**src/hw/seaw_regs.svh**
```systemverilog
// constants for the serial eeprom address and write control block
// assumes a 200 MHz core clock; included by the controller and the property checker
`ifndef SEAW_REGS_SVH
`define SEAW_REGS_SVH
`define SEAW_CLK_PERIOD_NS 5
`define SEAW_WRITE_CYCLE_TIME_NS 5000000
`define SEAW_WRITE_CYCLE_CYCLES \
	(`SEAW_WRITE_CYCLE_TIME_NS / `SEAW_CLK_PERIOD_NS)
`define SEAW_PAGE_COUNT 512
`define SEAW_PAGE_BYTES 256
`define SEAW_ADDR_W 17
`define SEAW_TYPE_HI 7
`define SEAW_TYPE_LO 4
`define SEAW_STRAP_HI_BIT 3
`define SEAW_STRAP_LO_BIT 2
`define SEAW_MSB_BIT 1
`define SEAW_RW_BIT 0
`define SEAW_FIFO_DEPTH 8
`define SEAW_FIFO_WIDTH 25
`endif

```
**src/hw/seaw_pkg.sv**
```systemverilog
// types shared by the serial eeprom address and write control block
// assumes seaw_regs.svh constants
package seaw_pkg;
	typedef enum logic [3:0] {
		SEAW_IDLE,
		SEAW_DEV,
		SEAW_DEV_ACK,
		SEAW_WA1,
		SEAW_WA1_ACK,
		SEAW_WA2,
		SEAW_WA2_ACK,
		SEAW_DATA,
		SEAW_DATA_ACK,
		SEAW_IGNORE
	} seaw_state_t;
endpackage

```
**src/hw/seaw_fifo.sv**
```systemverilog
// small synchronous fifo with valid and ready on both sides
// assumes one clock, synchronous active high reset and a clock enable
`timescale 1ns/1ps
module seaw_fifo #(
	parameter int WIDTH = 25,
	parameter int DEPTH = 8
) (
	input wire logic clk,
	input wire logic reset,
	input wire logic clk_en,
	input wire logic flush,
	input wire logic [WIDTH-1:0] in_data,
	input wire logic in_valid,
	output logic in_ready,
	output logic [WIDTH-1:0] out_data,
	output logic out_valid,
	input wire logic out_ready
);
	localparam int AW = $clog2(DEPTH);
	logic [WIDTH-1:0] mem_r [DEPTH];
	logic [AW-1:0] wr_ptr_r;
	logic [AW-1:0] rd_ptr_r;
	logic [AW:0] count_r;
	logic push;
	logic pop;

	assign in_ready = (count_r != (AW+1)'(DEPTH));
	assign push = in_valid && in_ready;
	assign pop = out_valid && out_ready;

	always_ff @(posedge clk) begin
		if (clk_en && push) begin
			mem_r[wr_ptr_r] <= in_data;
		end
	end

	always_ff @(posedge clk) begin
		if (reset || (clk_en && flush)) begin
			wr_ptr_r <= '0;
			rd_ptr_r <= '0;
			count_r <= '0;
		end else if (clk_en) begin
			if (push) begin
				wr_ptr_r <= wr_ptr_r + 1'b1;
			end
			if (pop) begin
				rd_ptr_r <= rd_ptr_r + 1'b1;
			end
			count_r <= count_r + (AW+1)'(push) - (AW+1)'(pop);
		end
	end

	// registered read data, valid while not empty
	always_ff @(posedge clk) begin
		if (reset || (clk_en && flush)) begin
			out_valid <= 1'b0;
			out_data <= '0;
		end else if (clk_en) begin
			if (!out_valid || out_ready) begin
				out_valid <= (count_r != '0) && !(pop && count_r == 1);
				out_data <= pop ? mem_r[rd_ptr_r + 1'b1] : mem_r[rd_ptr_r];
			end
		end
	end
endmodule

```
**src/hw/seaw_ctrl.sv**
```systemverilog
// address decode and write control of a two-wire serial eeprom slave
// assumes bus pins arrive asynchronously; array port is a plain handshake
`timescale 1ns/1ps
`include "seaw_regs.svh"
module seaw_ctrl import seaw_pkg::*; #(
	parameter int WRITE_CYCLE_CYCLES = `SEAW_WRITE_CYCLE_CYCLES,
	parameter logic [3:0] TYPE_CODE = 4'h5 // arbitrary neutral value
) (
	input wire logic clk,
	input wire logic reset,
	input wire logic clk_en,
	input wire logic scl_in,
	input wire logic sda_in,
	output logic sda_out,
	output logic sda_oe,
	input wire logic address_strap_high,
	input wire logic address_strap_low,
	input wire logic write_protect_input,
	output logic [`SEAW_ADDR_W-1:0] wr_addr,
	output logic [7:0] wr_data,
	output logic wr_valid,
	input wire logic wr_ready,
	output logic wr_commit,
	output logic wr_busy,
	output logic rd_start,
	output logic [`SEAW_ADDR_W-1:0] cur_addr
);
	////////////////////////////////////////////////////////////////////
	// input synchronisers
	logic [1:0] scl_s1_r, scl_s2_r;
	logic scl_d_r, sda_d_r;
	logic [1:0] strap_s1_r, strap_s2_r;
	logic wp_s1_r, wp_s2_r;

	// bus pins idle high, so the stages reset high to avoid false edges
	always_ff @(posedge clk) begin
		if (reset) begin
			scl_s1_r <= 2'h3;
			scl_s2_r <= 2'h3;
			scl_d_r <= 1'b1;
			sda_d_r <= 1'b1;
		end else if (clk_en) begin
			scl_s1_r <= {sda_in, scl_in};
			scl_s2_r <= scl_s1_r;
			scl_d_r <= scl_s2_r[0];
			sda_d_r <= scl_s2_r[1];
		end
	end

	// floating straps read as zero
	always_ff @(posedge clk) begin
		if (reset) begin
			strap_s1_r <= 2'h0;
			strap_s2_r <= 2'h0;
		end else if (clk_en) begin
			strap_s1_r <= {address_strap_high, address_strap_low};
			strap_s2_r <= strap_s1_r;
		end
	end

	// unconnected protect input reads as unprotected
	always_ff @(posedge clk) begin
		if (reset) begin
			wp_s1_r <= 1'b0;
			wp_s2_r <= 1'b0;
		end else if (clk_en) begin
			wp_s1_r <= write_protect_input;
			wp_s2_r <= wp_s1_r;
		end
	end

	logic scl, sda, scl_rise, scl_fall, start_ev, stop_ev;
	assign scl = scl_s2_r[0];
	assign sda = scl_s2_r[1];
	assign scl_rise = scl && !scl_d_r;
	assign scl_fall = !scl && scl_d_r;
	assign start_ev = scl && scl_d_r && sda_d_r && !sda;
	assign stop_ev = scl && scl_d_r && !sda_d_r && sda;

	////////////////////////////////////////////////////////////////////
	// bit shifter and byte framing
	seaw_state_t state_r;
	logic [7:0] shift_r;
	logic [3:0] bit_cnt_r;
	logic busy_r;
	logic [$clog2(WRITE_CYCLE_CYCLES+1)-1:0] wc_cnt_r;
	logic [`SEAW_ADDR_W-1:0] addr_r;
	logic is_write_r, have_data_r, ack_r;
	logic [7:0] rx_byte;
	logic byte_done, dev_match;

	// msb first, eight bits then ack
	assign rx_byte = {shift_r[6:0], sda};
	assign byte_done = scl_rise && bit_cnt_r == 4'h7;
	assign dev_match =
		rx_byte[`SEAW_TYPE_HI:`SEAW_TYPE_LO] == TYPE_CODE &&
		rx_byte[`SEAW_STRAP_HI_BIT] == strap_s2_r[1] &&
		rx_byte[`SEAW_STRAP_LO_BIT] == strap_s2_r[0];

	always_ff @(posedge clk) begin
		if (reset) begin
			shift_r <= 8'h00;
			bit_cnt_r <= 4'h0;
		end else if (clk_en) begin
			if (start_ev || stop_ev) begin
				bit_cnt_r <= 4'h0;
			end else if (scl_rise) begin
				shift_r <= rx_byte;
				bit_cnt_r <= (bit_cnt_r == 4'h8) ? 4'h0 : bit_cnt_r + 4'h1;
			end
		end
	end

	////////////////////////////////////////////////////////////////////
	// protocol state machine
	logic fifo_in_ready;
	always_ff @(posedge clk) begin
		if (reset) begin
			state_r <= SEAW_IDLE;
			ack_r <= 1'b0;
		end else if (clk_en) begin
			if (stop_ev) begin
				state_r <= SEAW_IDLE;
			end else if (start_ev) begin
				// bus ignored while busy, polls nacked
				state_r <= SEAW_DEV;
			end else begin
				unique case (state_r)
				SEAW_IDLE, SEAW_IGNORE: begin
				end
				SEAW_DEV: if (byte_done) begin
					// ack only a match and only when idle
					ack_r <= dev_match && !busy_r;
					state_r <= SEAW_DEV_ACK;
				end
				SEAW_DEV_ACK: if (scl_fall && bit_cnt_r == 4'h0) begin
					// reads handed off, writes take address
					if (!ack_r || !is_write_r) begin
						state_r <= SEAW_IGNORE;
					end else begin
						state_r <= SEAW_WA1;
					end
				end
				SEAW_WA1: if (byte_done) begin
					state_r <= SEAW_WA1_ACK;
				end
				SEAW_WA1_ACK: if (scl_fall && bit_cnt_r == 4'h0) begin
					state_r <= SEAW_WA2;
				end
				SEAW_WA2: if (byte_done) begin
					state_r <= SEAW_WA2_ACK;
				end
				SEAW_WA2_ACK, SEAW_DATA_ACK:
				if (scl_fall && bit_cnt_r == 4'h0) begin
					state_r <= SEAW_DATA;
				end
				SEAW_DATA: if (byte_done) begin
					// nack the data byte while array buffer is full
					ack_r <= fifo_in_ready;
					state_r <= SEAW_DATA_ACK;
				end
				endcase
			end
		end
	end

	// ack drive falls into the ninth bit on the falling edge
	always_ff @(posedge clk) begin
		if (reset) begin
			sda_out <= 1'b1;
			sda_oe <= 1'b0;
		end else if (clk_en) begin
			if (start_ev || stop_ev) begin
				sda_oe <= 1'b0;
			end else if (scl_fall) begin
				sda_out <= 1'b0;
				sda_oe <= bit_cnt_r == 4'h8 && (
					(state_r == SEAW_DEV_ACK && ack_r) ||
					state_r == SEAW_WA1_ACK ||
					state_r == SEAW_WA2_ACK ||
					(state_r == SEAW_DATA_ACK && ack_r));
			end
		end
	end

	////////////////////////////////////////////////////////////////////
	// address register and operation flags
	always_ff @(posedge clk) begin
		if (reset) begin
			addr_r <= '0;
			is_write_r <= 1'b0;
			have_data_r <= 1'b0;
		end else if (clk_en) begin
			if (start_ev) begin
				have_data_r <= 1'b0;
			end
			if (byte_done && !start_ev && !stop_ev) begin
				unique case (state_r)
				SEAW_DEV: if (dev_match && !busy_r) begin
					addr_r[16] <= rx_byte[`SEAW_MSB_BIT];
					is_write_r <= !rx_byte[`SEAW_RW_BIT];
				end
				SEAW_WA1: addr_r[15:8] <= rx_byte;
				SEAW_WA2: addr_r[7:0] <= rx_byte;
				SEAW_DATA: if (fifo_in_ready) begin
					// low byte wraps inside the page
					addr_r[7:0] <= addr_r[7:0] + 8'h01;
					have_data_r <= 1'b1;
				end
				default: begin
				end
				endcase
			end
		end
	end

	////////////////////////////////////////////////////////////////////
	// write data buffer towards the array
	logic fifo_push;
	logic [`SEAW_FIFO_WIDTH-1:0] fifo_out;
	logic fifo_out_valid, fifo_flush, commit_ev;
	// row fixed, byte address seventeen bits
	assign fifo_push = state_r == SEAW_DATA && byte_done &&
		!start_ev && !stop_ev;
	// stop after data starts cycle unless protected
	assign commit_ev = stop_ev && have_data_r && !busy_r;
	// protected or aborted data is dropped
	assign fifo_flush = (commit_ev && wp_s2_r) ||
		(start_ev && !busy_r);

	seaw_fifo #(
		.WIDTH(`SEAW_FIFO_WIDTH),
		.DEPTH(`SEAW_FIFO_DEPTH)
	) u_fifo (
		.clk(clk),
		.reset(reset),
		.clk_en(clk_en),
		.flush(fifo_flush),
		.in_data({addr_r, rx_byte}),
		.in_valid(fifo_push),
		.in_ready(fifo_in_ready),
		.out_data(fifo_out),
		.out_valid(fifo_out_valid),
		.out_ready(wr_ready && busy_r)
	);

	// one pulse per byte popped from the buffer
	always_ff @(posedge clk) begin
		if (reset) begin
			wr_valid <= 1'b0;
		end else if (clk_en) begin
			wr_valid <= fifo_out_valid && busy_r && wr_ready;
		end
	end

	always_ff @(posedge clk) begin
		if (reset) begin
			wr_addr <= '0;
			wr_data <= 8'h00;
		end else if (clk_en) begin
			wr_addr <= fifo_out[24:8];
			wr_data <= fifo_out[7:0];
		end
	end

	////////////////////////////////////////////////////////////////////
	// self-timed write cycle
	always_ff @(posedge clk) begin
		if (reset) begin
			busy_r <= 1'b0;
			wc_cnt_r <= '0;
			wr_commit <= 1'b0;
		end else if (clk_en) begin
			wr_commit <= 1'b0;
			if (commit_ev && !wp_s2_r) begin
				busy_r <= 1'b1;
				wc_cnt_r <= ($bits(wc_cnt_r))'(WRITE_CYCLE_CYCLES);
				wr_commit <= 1'b1;
			end else if (busy_r) begin
				if (wc_cnt_r <= 1 && !fifo_out_valid) begin
					busy_r <= 1'b0;
				end
				if (wc_cnt_r != '0) begin
					wc_cnt_r <= wc_cnt_r - 1'b1;
				end
			end
		end
	end

	always_ff @(posedge clk) begin
		if (reset) begin
			wr_busy <= 1'b0;
		end else if (clk_en) begin
			wr_busy <= busy_r;
		end
	end

	always_ff @(posedge clk) begin
		if (reset) begin
			cur_addr <= '0;
		end else if (clk_en) begin
			cur_addr <= addr_r;
		end
	end

	// read path lives outside; flag an acked read address
	always_ff @(posedge clk) begin
		if (reset) begin
			rd_start <= 1'b0;
		end else if (clk_en) begin
			rd_start <= state_r == SEAW_DEV_ACK && scl_fall &&
				bit_cnt_r == 4'h0 && ack_r && !is_write_r;
		end
	end
endmodule

```
**config.mk**
```make
export PLATFORM = sky130hd
export DESIGN_NAME = seaw_ctrl
export DESIGN_NICKNAME = d
export VERILOG_FILES = /design/src/hw/seaw_pkg.sv /design/src/hw/seaw_fifo.sv /design/src/hw/seaw_ctrl.sv
export VERILOG_INCLUDE_DIRS = /design/src /design/src/hw
export SDC_FILE = /design/constraint.sdc
export NUM_CORES = 1
export LEC_CHECK = 0
export BUFFER_PORTS_ARGS = -buffer_cell sky130_fd_sc_hd__buf_2
export CAP_MARGIN = 20
export CORE_MARGIN = 5
export CORE_UTILIZATION = 40
export CTS_CLUSTER_DIAMETER = 60
export DETAILED_ROUTE_END_ITERATION = 8
export GPL_ROUTABILITY_DRIVEN = 0
export PLACE_DENSITY = 0.57
export SYNTH_ARGS = -nofsm -noshare
export SYNTH_HDL_FRONTEND = slang
export SYNTH_SLANG_ARGS = --single-unit
```
**constraint.sdc**
```tcl
create_clock -name clk -period 6.82 [get_ports clk]
set_input_delay 0.682 -clock clk [delete_from_list [all_inputs] [get_ports clk]]
set_output_delay 0.682 -clock clk [all_outputs]
set_load 0.02 [all_outputs]
```
==> results.py, run 1 <==
metrics = {
    "clock_tree": {
        "cts.sinks": 355,
        "cts_max_path_buffers": 3,
        "cts_inserted_buffers": 41,
        "htree_levels": 2,
        "clkLatencyLatePin_ns": 0.54,
        "cts_setup_buffers": 0,
        "cts.clk_slew.worst_paths_ns": 0.06,
        "root_buffer": "clkbuf_16",
        "ctsHoldBuffers": 0,
        "cts_resized": 0,
        "cts_tree": "built",
    },
    "floorplan": {
        "die_w_um": 209,
        "core-area_um2": 38800,
        "start_util_pct": 40.7,
        "dieArea_um2": 43600,
        "ios": 57,
        "row_count": 72,
        "die_h_um": 209,
    },
    "outcome": {
        "outcome": "completed",
    },
    "drt": {
        "post_drt_wl_per_cell_um": 20.8,
        "via_per_inst": 5.58,
        "drc": 0,
        "vias": 10294,
        "wl_mm": 38.4,
        "drt-pass1-iter-count": 5,
        "ant_nets": 0,
        "initialDrtViolationCount": 599,
    },
    "critical_path": {
        "r2r_slack_ns": 3.42,
        "cp_max_fo": 67,
        "cp-start-kind": "register",
        "r2r-end": "u_fifo.out_data[4]",
        "cp_data_required_time_ns": 7.31,
        "crit_start": "u_fifo.rd_ptr_r[0]",
        "arrival_ns": 3.88,
        "worstSetupPathType": "register to register",
        "reg2reg_depth": 6,
        "worstSetupEndpoint": "u_fifo.out_data[4]",
        "end_kind": "register",
        "r2r_start": "u_fifo.rd_ptr_r[0]",
    },
    "synth": {
        "syn_area_um2": 15800,
        "ys_top_cells_by_area": "edfxtp_1 (38%), dfxtp_1 (20%), mux4_2 (7.1%)",
        "ys_ff_latch": 355,
        "synth_top_cells_by_count": "edfxtp_1 (200), dfxtp_1 (155), nor2_1 (117)",
        "synth_top_area_share_pct": 38.0,
        "yosysSeqAreaShare_pct": 57.6,
        "avgSynthCellArea_um2": 12.6,
        "yosysTopAreaCell": "edfxtp_1",
        "synth_cell_types": 58,
        "synth_ff_type": "edfxtp_1",
        "synth_most_common_cell": "edfxtp_1",
        "yosys_warnings": 0,
        "syn-instance-count": 1256,
        "synthArstFlopShare_pct": 0,
        "synth_nets": 1280,
        "synth-edff-count": 200,
    },
    "job": {
        "maxCapViolCount": 0,
    },
    "global_routing": {
        "track_usage_pct": 17.4,
        "grt_max_degree": 68,
        "grt_pass1_vias": 10296,
        "antenna_found_initial": 0,
        "grt_pass1_wl_mm": 60.0,
        "grt_overflow": 0,
    },
    "pwr": {
        "vdd.ir_drop.worst_mv": 0.197,
        "leakage_nw": 6.74,
        "power_mw": 4.58,
        "power.density_nw_per_um2": 254,
    },
    "layout": {
        "drive_gt1_share_pct": 19.9,
        "final_nets": 1319,
        "diodes": 0,
        "area.growth.synth_to_final_pct": 14.1,
    },
    "worst_hold_path": {
        "hold_start": "scl_in",
        "hp-class": "input pin to register",
    },
    "timing": {
        "rsz0062_at_grt": "false",
        "fin_crit_sh_pct": 49.8,
        "skew_ns": 0.0184,
        "tns_ns": 0,
        "fmax_mhz": 294,
        "post-route-min-period_ns": 3.40,
        "timing.final.hold_violations": 0,
        "drv_slew": 0,
        "relSlewSlack_pct": 39.5,
        "worst_slew_pin_slew_ns": 0.905,
        "setup_violations": 0,
    },
    "place": {
        "portBuffers": 56,
        "hpwl_mm": 22.9,
    },
}
-- kinds of logic (layout without fill, tap and decap cells) --
family                   after synthesis  count (layout)  synth area share [%]
flip-flops                           355             355                  57.6
AND/OR/NAND/NOR                      328             328                  10.1
AO/OA/AOI/OAI                        234             234                  10.1
multiplexers                         210             210                  17.7
buffers and inverters                 98             169                  2.36
XOR/XNOR                              16              16                 0.887
adder cells (fa/ha/maj)               15              15                  1.24
-- area by class of cell --
type	count	area (um2)
fill	3475	20800
sequential	355	9110
multi-input combinational	803	6390
clock buffer	52	1120
tap	518	648
timing repair buffer	76	443
clock inverter	23	263
inverter	18	67.6
-- worst max-delay path: stages, from the launching register on --
cell and delay, ns:
dfxtp_1 0.39, ha_4 0.83, buf_4 0.75, mux2_2 0.29
o22ai_1 0.07, a2111oi_0 0.74, a211o_1 0.17
-- where the power goes --
group / internal (mW) / total (mW) / switching [mW] / leakage [nW]
logic: 0.0309 / 0.0954 / 0.0645 / 2.61
registers: 2.25 / 2.26 / 0.0120 / 3.45
clock network: 1.36 / 2.22 / 0.865 / 0.678
-- worst min path at each step --
stage                                    end  slack, ns  cells after the start
after floorplan           u_fifo.out_data[0]       0.44                      1
final                            scl_s1_r[0]       0.35                      3
after CTS                        scl_s1_r[0]       0.32                      3
after global routing             scl_s1_r[0]       0.35                      3
after detailed placement             sda_out       0.44                      2
after global placement               sda_out       0.44                      2
-- layer usage --
layer	global-route usage, %	wire (um)
met5	0	0
met2	28.9	18400
met3	2.59	1730
met4	5.18	854
met1	23.8	17500
-- through the flow --
step,hold slack (ns),instances,instance area [um2],util [%],worst slack [ns]
3_5_place_dp,0.442,1769,16600,42.9,2.86
6_report,0.355,1845,18000,46.5,3.42
3_3_place_gp,0.435,1769,16600,42.9,2.98
4_1_cts,0.323,1844,18000,46.4,2.83
5_1_grt,0.349,1845,18000,46.5,3.18
2_1_floorplan,0.435,1256,15800,-,2.23
-- cell usage in the layout (no fill, tap or decap), types with 17 or more instances in the layout --
cell / instances
a2111oi_0: 25
a211o_1: 26
a211oi_1: 29
a21oi_1: 59
buf_2: 54
buf_4: 21
clkbuf_16: 42
dfxtp_1: 152
edfxtp_1: 200
inv_1: 17
mux2_2: 50
mux2i_1: 110
mux4_2: 50
nand2_1: 77
nand3_1: 21
nor2_1: 114
nor2b_1: 28
o21ai_0: 26
o22ai_1: 27
-- sequential cells by signal (all words and copies together), names as in the netlist, 3 cells and up, named ones only --
name / count
wc_cnt_r: 20
addr_r: 17
u_fifo.out_data: 25
state_r: 4
u_fifo.rd_ptr_r: 3
u_fifo.count_r: 4
wr_addr: 17
bit_cnt_r: 4
u_fifo.wr_ptr_r: 3
u_fifo.mem_r: 200
wr_data: 8
cur_addr: 17
shift_r: 7
Power figures use the tool's default switching activity.
==> inputs of run 2 (changes only) <==
- PLACE_DENSITY: 0.57 -> 0.59
- clock period: 6.82 -> 3.07 ns (I/O delays scaled with it)
==> results.py, run 2 (synthesis gave the netlist of run 1 again) <==
metrics = {
    "outcome": {
        "outcome": "completed",
    },
    "critical_path": {
        "cpMaxStageDelayCell": "a2111oi_0",
        "cp_max_fo": 14,
        "arrival_ns": 3.10,
        "cp_data_required_time_ns": 3.54,
        "r2r_start": "u_fifo.rd_ptr_r[0]",
        "cp-start-kind": "register",
        "worstSetupPathType": "register to register",
        "max_stage_delay_ns": 0.53,
        "crit_chain": "ha_4 -> xor2_1 -> or2_2 -> buf_4 -> o22ai_1 -> a2111oi_0 -> a211o_1",
        "crit_start": "u_fifo.rd_ptr_r[0]",
        "end_kind": "register",
    },
    "clock_tree": {
        "cts_resized": 0,
        "ctsHoldBuffers": 2,
        "htree_levels": 2,
        "cts_setup_buffers": 0,
        "clkLatencyLatePin_ns": 0.53,
        "cts_max_path_buffers": 3,
        "root_buffer": "clkbuf_16",
        "cts_inserted_buffers": 41,
        "cts_tree": "built",
        "cts.clk_slew.worst_paths_ns": 0.06,
        "cts.sinks": 355,
    },
    "drt": {
        "initialDrtViolationCount": 654,
        "ant_nets": 0,
        "via_per_inst": 5.61,
        "post_drt_wl_per_cell_um": 21.1,
        "vias": 10558,
        "drc": 0,
        "drt-pass1-iter-count": 4,
        "wl_mm": 39.7,
    },
    "layout": {
        "area.growth.synth_to_final_pct": 16.0,
        "final_util_pct": 47.2,
        "final_cell_area_um2": 18300,
        "layout_common_cells": "edfxtp_1 (200), dfxtp_1 (152), nor2_1 (114)",
        "largest_reg_flops": 200,
        "final_cells": 1881,
        "largest_register": "u_fifo.mem_r",
        "drive_gt1_share_pct": 21.5,
        "top_regs": "u_fifo.mem_r: 200 flops, u_fifo.out_data: 25 flops, wc_cnt_r: 20 flops",
        "nFillCells": 3435,
        "final_nets": 1357,
        "final_common_cell": "edfxtp_1",
    },
    "pwr": {
        "leakage_nw": 6.87,
        "p_switching_mw": 2.01,
        "pwr-share-seq_pct": 51.2,
        "vdd.ir_drop.worst_mv": 0.454,
        "combinationalPowerShare_pct": 2.4,
        "p_int_mw": 7.78,
        "clkPwrFrac_pct": 46.3,
        "p_sw_share_pct": 20.6,
        "power.density_nw_per_um2": 535,
    },
    "place": {
        "place_ws_ns": 0.502,
        "dpl_cell_area_um2": 17000,
        "portBuffers": 56,
        "place_inst": 1805,
        "hpwl_mm": 25.1,
    },
    "timing": {
        "setup_violations": 0,
        "hold-worst-slack_ns": 0.0233,
        "skew_ns": 0.0111,
        "relSlewSlack_pct": 48.3,
        "drv_slew": 0,
        "worst_slew_pin_slew_ns": 0.776,
        "fin_crit_sh_pct": 85.8,
        "post-route-min-period_ns": 2.64,
        "timing.final.hold_violations": 0,
        "rsz0062_at_grt": "false",
        "worst_slack_ns": 0.435,
        "fmax_mhz": 379,
    },
    "floorplan": {
        "row_count": 72,
        "core-area_um2": 38800,
        "start_util_pct": 40.7,
        "die_w_um": 209,
        "ios": 57,
        "dieArea_um2": 43600,
        "die_h_um": 209,
    },
    "global_routing": {
        "grt_pass1_vias": 10639,
        "grt_overflow": 0,
        "grt_pass1_wl_mm": 62.0,
        "track_usage_pct": 17.8,
        "antenna_found_initial": 0,
        "grt_max_degree": 99,
    },
    "worst_hold_path": {
        "hold_start": "write_protect_input",
        "hp-class": "input pin to register",
    },
    "job": {
        "maxCapViolCount": 0,
    },
}
[run 2: changes by cell type in the layout (fill, tap and decap cells not counted), sizes merged, moves of 3 or more]
cell	before	now
buf	76	112
bufinv	5	2
clkinvlp	1	4
clkinv	14	9
clkbuf	52	58
inv	21	17
[run 2: power groups by stage]
stage | Sequential (mW) | Clock (mW) | Combinational, mW
floorplan | 5.11 | 0 | 0.153
detailed placement | 5.12 | 0 | 0.234
CTS | 5.02 | 4.65 | 0.236
finish | 5.02 | 4.54 | 0.237
global route | 5.02 | 4.87 | 0.262
global placement | 5.12 | 0 | 0.230
[run 2: cell type report]
cell class	count	area (um2)	area share [%]
flip-flops and latches	355	9110	49.7
clock buffers	58	1120	6.11
repair buffers	114	833	4.55
diodes	1	2.50	0.0137
inverters	18	67.6	0.369
clock inverters	14	129	0.703
well taps	518	648	3.54
multi-input cells	803	6410	35.0
[run 2: per-stage QoR]
stage | power (mW) | setup TNS (ns)
4_1_cts | 9.90 | 0
2_1_floorplan | 5.27 | -57.11
6_report | 9.80 | 0
3_3_place_gp | 5.35 | 0
3_5_place_dp | 5.35 | 0
5_1_grt | 10.1 | 0
[run 2: layer usage]
layer  vias to the layer above  wire length [um]  global-route usage, %
li1                       4970                 -                      -
met1                      5232             17700                   24.1
met2                       291             19300                   30.3
met3                        65              1790                   2.68
met4                         0               869                   4.70
met5                         -                 0                      0
[run 2: worst paths after layout]
path | end | slack, ns | cells after the start
max reg2reg | u_fifo.out_data[12] | 0.43 | 7
min | wp_s1_r | 0.02 | 3
max | u_fifo.out_data[12] | 0.43 | 7
min reg2reg | sda_out | 0.45 | 2
[run 2: critical path: cells and delay by family, from the launching register on]
family | cells | cell delay (ns)
compound gates | 3 | 0.82
xor+xnor | 1 | 0.29
buf+inv | 1 | 0.34
simple gates | 1 | 0.42
flops | 1 | 0.49
fa+ha+maj | 1 | 0.19
